===== src/smc_map.svh =====
`ifndef SMC_MAP_SVH
`define SMC_MAP_SVH
// Fixed stop period after deep standby release, in ns (typical figure)
`define SMC_STOP_TIME_NS 34000
`define SMC_CLK_PERIOD_NS 8
// Stop period in clock cycles, rounded down as a longest time
`define SMC_STOP_CYCLES (`SMC_STOP_TIME_NS / `SMC_CLK_PERIOD_NS)
`define SMC_SETTLE_SEL_W 3
`define SMC_SETTLE_W 20
// Shortest settle step is 2^10 cycles
`define SMC_SETTLE_BASE_LOG2 10
`define SMC_ZERO_SETTLE 20'h00000
`endif


===== src/smc_pkg.sv =====
`default_nettype none
`include "smc_map.svh"
package smc_pkg;
   typedef enum logic [1:0] {SMC_NONE, SMC_HALT, SMC_STOP} smc_cmd_t;
   typedef struct packed {
      logic lso_stoppable;
      logic crystal_osc;
      logic [`SMC_SETTLE_SEL_W-1:0] reset_settle_sel;
   } smc_option_t;
endpackage : smc_pkg
`default_nettype wire


===== src/smc_wait_counter.sv =====
`default_nettype none
`include "smc_map.svh"
module smc_wait_counter #(
   parameter int W = `SMC_SETTLE_W
) (
   // Clock and reset
   input wire logic i_ref_clk,
   input wire logic i_sys_rst,
   // Control
   input wire logic i_load,
   input wire logic [W-1:0] i_count,
   input wire logic i_run,
   // Status
   output logic o_done
);
   logic [W-1:0] count_reg;

   // Counts down only while i_run is high
   always_ff @(posedge i_ref_clk) begin
      if (i_sys_rst) begin
         count_reg <= '0;
      end else if (i_load) begin
         count_reg <= i_count;
      end else if (i_run && count_reg != '0) begin
         count_reg <= count_reg - W'(1);
      end
   end

   // Pure decode of the count: the loader reacts to it, so it must not look back at i_load
   assign o_done = (count_reg == '0);
endmodule : smc_wait_counter
`default_nettype wire


===== src/smc_standby_ctrl.sv =====
// Contract
// - Low-speed oscillator stop request honoured only when option allows it.
// - Running low-speed oscillator keeps running throughout deep standby.
// - Settle wait counts only after oscillation has restarted.
// - Reset settle wait comes from option byte, not software selection.
// - Pending unmasked interrupt releases light or deep standby at once.
// - Deep standby release: settle wait if crystal, then 34 us stop.
`default_nettype none
`include "smc_map.svh"
module smc_standby_ctrl
   import smc_pkg::*;
#(
   parameter int NUM_IRQ = 16,
   parameter int STOP_CYCLES = `SMC_STOP_CYCLES
) (
   // Clock and reset
   input wire logic i_ref_clk,
   input wire logic i_sys_rst,
   // CPU core
   input wire smc_cmd_t i_cmd,
   input wire logic i_cmd_valid,
   // Interrupt flags
   input wire logic [NUM_IRQ-1:0] i_irq_req,
   input wire logic [NUM_IRQ-1:0] i_irq_mask,
   // Configuration
   input wire smc_option_t i_option,
   input wire logic [`SMC_SETTLE_SEL_W-1:0] i_osc_settle_select,
   input wire logic i_low_speed_osc_stop_request,
   input wire logic i_osc_running,
   // Clock control and status
   output logic o_cpu_clk_en,
   output logic o_sys_osc_en,
   output logic o_low_speed_osc_en,
   output logic o_halt_active,
   output logic o_stop_active,
   output logic o_wake
);
   // ==========================================================
   // Settle wait table
   // ==========================================================
   function automatic logic [`SMC_SETTLE_W-1:0] settle_cycles(input logic [`SMC_SETTLE_SEL_W-1:0] sel);
      // Power of two steps; the widest selection must still fit the counter width
      settle_cycles = `SMC_SETTLE_W'(1) << (`SMC_SETTLE_BASE_LOG2 + int'(sel));
   endfunction : settle_cycles

   // ==========================================================
   // State and helper signals
   // ==========================================================
   typedef enum logic [2:0] {
      ST_RESET_SETTLE,
      ST_RUN,
      ST_HALT,
      ST_STOP,
      ST_OSC_START,
      ST_SETTLE,
      ST_STOP_PERIOD
   } smc_state_t;
   smc_state_t state_reg;
   smc_state_t state_next;
   logic wake_any;
   logic lso_reg;
   logic wait_load;
   logic [`SMC_SETTLE_W-1:0] wait_value;
   logic wait_run;
   logic wait_done;
   logic first_reg;

   // ==========================================================
   // Wake detection
   // ==========================================================
   // unmasked pending
   assign wake_any = |(i_irq_req & ~i_irq_mask);

   // ==========================================================
   // State machine
   // ==========================================================
   always_comb begin
      state_next = state_reg;
      wait_load = 1'b0;
      wait_value = `SMC_ZERO_SETTLE;
      case (state_reg)
         ST_RESET_SETTLE: begin
            // Loaded on the first cycle out of reset, so a short reset still waits in full
            // option byte wait
            if (first_reg) begin
               wait_load = 1'b1;
               wait_value = settle_cycles(i_option.reset_settle_sel);
            end else if (wait_done) begin
               state_next = ST_RUN;
            end
         end
         ST_RUN: begin
            // Release wins over entry: a pending request turns the instruction into a no-op
            // enter standby
            if (i_cmd_valid && i_cmd == SMC_HALT && !wake_any) begin
               state_next = ST_HALT;
            end else if (i_cmd_valid && i_cmd == SMC_STOP && !wake_any) begin
               state_next = ST_STOP;
            end
         end
         ST_HALT: begin
            if (wake_any) begin
               state_next = ST_RUN;
            end
         end
         ST_STOP: begin
            if (wake_any) begin
               state_next = ST_OSC_START;
            end
         end
         ST_OSC_START: begin
            // A resonator that never starts keeps the block here; only reset leaves
            // wait for oscillation
            if (i_osc_running) begin
               wait_load = 1'b1;
               if (i_option.crystal_osc) begin
                  state_next = ST_SETTLE;
                  wait_value = settle_cycles(i_osc_settle_select);
               end else begin
                  state_next = ST_STOP_PERIOD;
                  wait_value = `SMC_SETTLE_W'(STOP_CYCLES);
               end
            end
         end
         ST_SETTLE: begin
            if (wait_done) begin
               wait_load = 1'b1;
               wait_value = `SMC_SETTLE_W'(STOP_CYCLES);
               state_next = ST_STOP_PERIOD;
            end
         end
         ST_STOP_PERIOD: begin
            if (wait_done) begin
               state_next = ST_RUN;
            end
         end
         default: begin
            // Unused encodings fall back to normal operation
            state_next = ST_RUN;
         end
      endcase
   end

   always_ff @(posedge i_ref_clk) begin
      if (i_sys_rst) begin
         state_reg <= ST_RESET_SETTLE;
      end else begin
         state_reg <= state_next;
      end
   end

   // High throughout reset and for the first cycle after it
   always_ff @(posedge i_ref_clk) begin
      if (i_sys_rst) begin
         first_reg <= 1'b1;
      end else begin
         first_reg <= 1'b0;
      end
   end

   // Counter holds in OSC_START: the time until oscillation is not part of any wait
   assign wait_run = (state_reg == ST_SETTLE) ||
      (state_reg == ST_STOP_PERIOD) ||
      (state_reg == ST_RESET_SETTLE);

   smc_wait_counter #(
      .W(`SMC_SETTLE_W)
   ) u_wait (
      .i_ref_clk(i_ref_clk),
      .i_sys_rst(i_sys_rst),
      .i_load(wait_load),
      .i_count(wait_value),
      .i_run(wait_run),
      .o_done(wait_done)
   );

   // ==========================================================
   // Low-speed oscillator
   // ==========================================================
   always_ff @(posedge i_ref_clk) begin
      if (i_sys_rst) begin
         lso_reg <= 1'b1;
      end else begin
         // Frozen while stopped: the oscillator cannot be switched off from inside the deep state
         // gated stop request; never altered while stopped
         if (state_reg != ST_STOP) begin
            lso_reg <= !(i_option.lso_stoppable && i_low_speed_osc_stop_request);
         end
      end
   end

   // ==========================================================
   // Release pulse
   // ==========================================================
   // One cycle wide, so the core can count releases without clearing anything
   // release pulse
   always_ff @(posedge i_ref_clk) begin
      if (i_sys_rst) begin
         o_wake <= 1'b0;
      end else begin
         o_wake <= ((state_reg == ST_HALT) || (state_reg == ST_STOP)) && wake_any;
      end
   end

   // ==========================================================
   // Outputs
   // ==========================================================
   // CPU and system oscillator enables decode the state, so they change on the edge that moves the state
   assign o_cpu_clk_en = (state_reg == ST_RUN);
   assign o_sys_osc_en = (state_reg != ST_STOP);
   assign o_low_speed_osc_en = lso_reg;
   assign o_halt_active = (state_reg == ST_HALT);
   assign o_stop_active = (state_reg == ST_STOP);
endmodule : smc_standby_ctrl
`default_nettype wire


===== config.mk =====
export PLATFORM = sky130hd
export DESIGN_NAME = smc_standby_ctrl
export DESIGN_NICKNAME = d
export VERILOG_FILES = /design/src/smc_pkg.sv /design/src/smc_wait_counter.sv /design/src/smc_standby_ctrl.sv
export VERILOG_INCLUDE_DIRS = /design/src
export SDC_FILE = /design/constraint.sdc
export NUM_CORES = 1
export LEC_CHECK = 0
export ABC_AREA = 1
export BUFFER_PORTS_ARGS = -buffer_cell sky130_fd_sc_hd__buf_4
export CAP_MARGIN = 30
export CORE_MARGIN = 3
export CORE_UTILIZATION = 40
export CTS_CLUSTER_DIAMETER = 120
export DETAILED_ROUTE_END_ITERATION = 6
export PLACE_DENSITY = 0.67
export RECOVER_POWER = 50
export SYNTH_ARGS = -nofsm -noshare
export SYNTH_HDL_FRONTEND = slang
export SYNTH_SLANG_ARGS = --single-unit

===== constraint.sdc =====
create_clock -name i_ref_clk -period 1.89 [get_ports i_ref_clk]
set_input_delay 0.2835 -clock i_ref_clk [delete_from_list [all_inputs] [get_ports i_ref_clk]]
set_output_delay 0.2835 -clock i_ref_clk [all_outputs]
set_load 0.02 [all_outputs]

# After elaboration in Yosys (flattened, before gate mapping)
# Index checks and enable logic that the tools add are counted.
# word_totals
output_inout_bits,6
register_bits,26
wordCells,67
# op_classes
n_eq_ne,15
bitwise_logic,2
shifts,2
n_reduce_logical,18
add_sub_neg,3
muxes,22
# ops
cell,n
20-bit 2-to-1 mux,5
20-bit one-hot mux with 3 select lines,1
1-bit by 5-bit << shifter with 20-bit output (first input constant),2
3-bit 2-to-1 mux,8
3-bit one-hot mux with 7 select lines,1
20-bit zero test,1
20-bit nonzero test,1
20-bit by 1-bit subtractor with 20-bit output (second input constant),1
16-bit AND,1
16-bit inverter,1
16-bit OR reduction,1
13-bit 2-to-1 mux,1
4-bit by 3-bit adder with 5-bit output (first input constant),2
3-bit == test (second input constant),3
1-bit logical AND,7
3-bit by 2-bit == test with 1-bit output (second input constant),2
2-bit by 1-bit != test with 1-bit output (second input constant),3
6-bit AND reduction,1
1-bit 2-to-1 mux,4
2-bit != test (second input constant),2
3-bit by 1-bit == test with 1-bit output (second input constant),1
3-bit zero test,1
1-bit logical OR,3
3-bit by 1-bit != test with 1-bit output (second input constant),1
7 further kinds,8

# Logic depth before layout (Yosys ltp)
# logic_depth
word_depth,8
depth_mapped,13
ltp_nobuf,12

# Modules after synthesis
# From an unflattened synthesis, not the netlist that was laid out.
# unflattened
hier_cells,449
hier_area_um2,2494.9
# modules_own_cells
module,instances,area_per_inst_um2,cells_each,seq_area_each_um2
smc_wait_counter,1,1590.3,279,400.4
smc_standby_ctrl,1,904.6,170,120.1

# Least setup slack after synthesis
# OpenSTA, ideal clock, no wires.
# synth_timing
path_kind,register to register
start,reg state_reg[0]
end,reg state_reg[0]
path_stages_with_launch,8
path_slack_ps,206
t_arrival_ps,1571
path_buffers,0
required_ps,1777
cell_sequence,dfxtp_1 > inv_1 > nor3_1 > nand3_1 > nand2_1 > nand2_1 > nand2_1 > nor2_1
# synth_between
elab_chain_len,3
word_cells_on_any_way,17
classes_between,eq/ne: 12; mux: 3; reduce/logical: 2
# synth_rtl
item,line,text
"start, declared",smc_standby_ctrl.sv:58,smc_state_t state_reg;
"start signal, assigned",smc_standby_ctrl.sv:148,state_reg <= state_next;
3-bit by 1-bit == test with 1-bit output *,n/a,
via o_cpu_clk_en,smc_standby_ctrl.sv:31,"output logic o_cpu_clk_en,"
3-bit by 1-bit != test with 1-bit output (no line),n/a,
6-bit AND reduction (no line),n/a,
# Mark *: on every way through the listed nets, which the timed path passes. The rest lies on a longest branch. The select of a mux whose other input is x is not followed.
# A chain may end at the register's enable or synchronous reset.

# Worst setup path in the final report
# layout_timing
start,reg state_reg[2]
end,reg u_wait.count_reg[15]
# layout_between
elab_chain_len,5
word_cells_on_any_way,11
classes_between,eq/ne: 3; mux: 3; reduce/logical: 5
# layout_rtl
item,line,text
"3-bit == test, on equally long branches","smc_standby_ctrl.sv:81, smc_standby_ctrl.sv:162, smc_standby_ctrl.sv:163",
1-bit logical OR,smc_standby_ctrl.sv:162,assign wait_run = (state_reg == ST_SETTLE) ||
1-bit logical OR,smc_standby_ctrl.sv:163,(state_reg == ST_STOP_PERIOD) ||
1-bit logical AND,smc_wait_counter.sv:24,end else if (i_run && count_reg != '0) begin
2-bit nonzero test (no line),n/a,
"end signal, assigned",smc_wait_counter.sv:23,count_reg <= i_count;
"end signal, assigned",smc_wait_counter.sv:25,count_reg <= count_reg - W'(1);
"end, declared",smc_wait_counter.sv:16,logic [W-1:0] count_reg;
# Several ways; a longest one is shown, not always the timed one.

==> key figures <==
Run status
  – Outcome: completed

Yosys
  – Top cell type's share of synthesized area: 23.1%
  – Ys async rst share: 0%
  – Synthesized area: 2250 sq um
  – Synthesis-stage register bit count: 26
  – Synth area leader: dfxtp_1
  – Synth Warn #: 0
  – EDFF count, synth: 0
  – Synth area leaders: dfxtp_1 23%, nand2_1 19%, nor2_1 13%
  – Synth cell types: 29
  – Seq/Total Area, Yosys: 23.1%
  – Primary FF master, synth: dfxtp_1
  – Synthesized instance count: 387
  – Net count after synthesis: 438
  – Mean Syn Cell Area: 5.81 sq um

Final layout
  – Fin nets: 496
  – Most common cell after layout, fill and taps aside: nand2_1
  – ANT cells: 0
  – Area Growth Syn to Fin: 22.9%
  – Fin util: 52.5%
  – Max FFs per register: 20
  – Most used cells in the layout excluding fill and tap cells: 113 x nand2_1, 76 x nor2_1, 51 x buf_4
  – Fraction of layout cells with a size suffix above 1: 19.4%

CTS
  – Clk root buf: clkbuf_8
  – Hold-fix buffers, CTS: 0
  – Clock transition at the registers of the reported paths: 0.09 ns
  – Clock Sinks: 26
  – CTS Buf Count: 3
  – CTS tree: done
  – CTS Buffer Depth: 2
  – Clock Latency Late Sink: 0.27 ns
  – H-Tree Depth: 1

Placement
  – GP Congestion: 0.867
  – Dpl hpwl: 4.94 mm
  – PortBufs: 52

Global routing
  – Initial antenna violation count: 0
  – Gr ovfl total: 0
  – Gr usage total: 19.4%
  – Vias in the first global route: 2,280
  – Largest net degree at the start of global routing: 15
  – First-pass GRT wire length: 10.0 mm

Pwr
  – Comb power frac: 66.2%
  – Pwr dens: 1310 nW/um^2
  – Sw frac: 50.2%
  – Int Pwr: 1.80 mW
  – Clk pwr share: 10.3%
  – Flop pwr share: 23.5%
  – Sw Pwr: 1.81 mW
  – Peak supply drop: 0.000685 V
  – Pleak: 1.44 nW

Routing
  – Initial DRC count: 161
  – Post-route ant nets: 0
  – Vias per cell: 4.90
  – DRT Pass-1 Iters: 5
  – DRC: 0
  – DR vias: 2,519
  – Total Wirelength: 6.17 mm
  – Wirelength per Cell: 12.0 um

Critical path
  – Setup CP Type: flip-flop to flip-flop
  – R2R Setup Slk: 0.18 ns
  – WP data required: 2.07 ns
  – Arrival @ worst endpoint: 1.89 ns
  – Worst Path Max Fanout: 14
  – Crit. End Element: flip-flop
  – Setup crit start kind: flip-flop

Timing
  – Fin. Hold Viols: 0
  – Relative slew slack: 54.4%
  – RSZ-0062 raised after global routing: no
  – Fmax: 583 MHz
  – Setup TNS: 0 ns
  – Min Tclk post-route: 1.71 ns
  – Final period util: 90.7%
  – Final worst clock skew: 0.00249 ns
  – Endpoints failing setup: 0
  – Fin. max-slew vios: 0
  – Worst Tran Pin Value: 0.684 ns

Floorplanning
  – CORE AREA: 5270 sq um
  – Die footprint: 6560 sq um
  – Chip Width: 81.0 um
  – Top Ports: 53
  – Die height: 81.0 um
  – Num rows: 26
  – Starting Density: 42.7%

Hold path
  – Min-delay worst type: input pin to flip-flop

Flow run
  – Max-cap viol count: 0
-- path summary, 6_finish.rpt --
check / start / to / depth (start not counted)
worst min-delay path: i_low_speed_osc_stop_request / o_low_speed_osc_en / 4
worst min register to register: o_low_speed_osc_en / o_low_speed_osc_en / 2
worst max-delay path: state_reg[2] / u_wait.count_reg[15] / 11
worst max register to register: state_reg[2] / u_wait.count_reg[15] / 11
-- layout make-up --
cell class / instances / area, sq um
Multi-Input combinational cell: 302 / 1490
Tap cell: 70 / 87.6
Timing Repair Buffer: 58 / 409
Fill cell: 553 / 2500
Clock buffer: 4 / 55.1
Inverter: 54 / 208
Sequential cell: 26 / 520
-- worst max-delay path: stages (launching register included) --
cell and delay, ns:
dfxtp_1 0.45, inv_2 0.09, nor2_4 0.13, nand2_2 0.09, inv_1 0.06, nand4_1 0.15
nand2_4 0.17, inv_2 0.15, nand2_1 0.11, nand3_1 0.06, nor2_1 0.11, nor2_1 0.05
-- kinds of logic (layout without fill, tap and decap cells) --
kind of cell,count (synthesis),after routing,synth area share [%]
flip-flops,26,26,23.1
buffers and inverters,59,116,11.1
XOR/XNOR,15,15,5.84
AO/OA/AOI/OAI,36,36,9.90
adder cells (fa/ha/maj),4,4,2.22
AND/OR/NAND/NOR,247,247,47.8
-- layer usage --
metal  GRT usage (%)  routed length, um
met1            23.9               2670
met2            34.1               2930
met3            2.99                420
met4            6.76                151
met5               0                  0
-- power by group through the flow --
stage          Combinational (mW)  Sequential [mW]  Clock (mW)
6_report                     2.39            0.848       0.372
5_1_grt                      2.73            0.867       0.396
2_1_floorplan                1.90            0.831           0
4_1_cts                      2.36            0.845       0.381
3_3_place_gp                 2.34            0.856           0
3_5_place_dp                 2.34            0.855           0
-- synthesized netlist by cell type (3+ instances only) --
master and number:
nor2_2 3, nand3_2 4, nand4_1 4, dfxtp_1 26
a21oi_1 11, buf_6 3, o21ai_0 11, ha_1 4
xnor2_1 11, nor2_4 3, nand3_1 18, nor3_1 20
nand2_1 113, inv_1 48, o21ai_2 5, nor2_1 77
xor2_1 4, inv_2 4
-- through the flow --
step                setup WS [ns]  hold WS (ns)  instance area (sq um)  total power, mW  instances
floorplan                   0.206         0.311                   2250             2.73        387
global placement            0.180         0.471                   2720             3.19        508
detailed placement          0.154         0.485                   2720             3.19        508
CTS                         0.126         0.241                   2770             3.58        512
global route              0.00140         0.316                   2770             3.99        514
finish                      0.176         0.309                   2770             3.61        514
-- what timing repair did --
| item | 4_1_cts | 5_1_grt |
|---|---|---|
| gates resized for setup | 0 | 2 |
| setup buffers | 0 | 2 |
| endpoints found under the setup margin | 0 | 15 |
(Power assumes the default switching activity.)
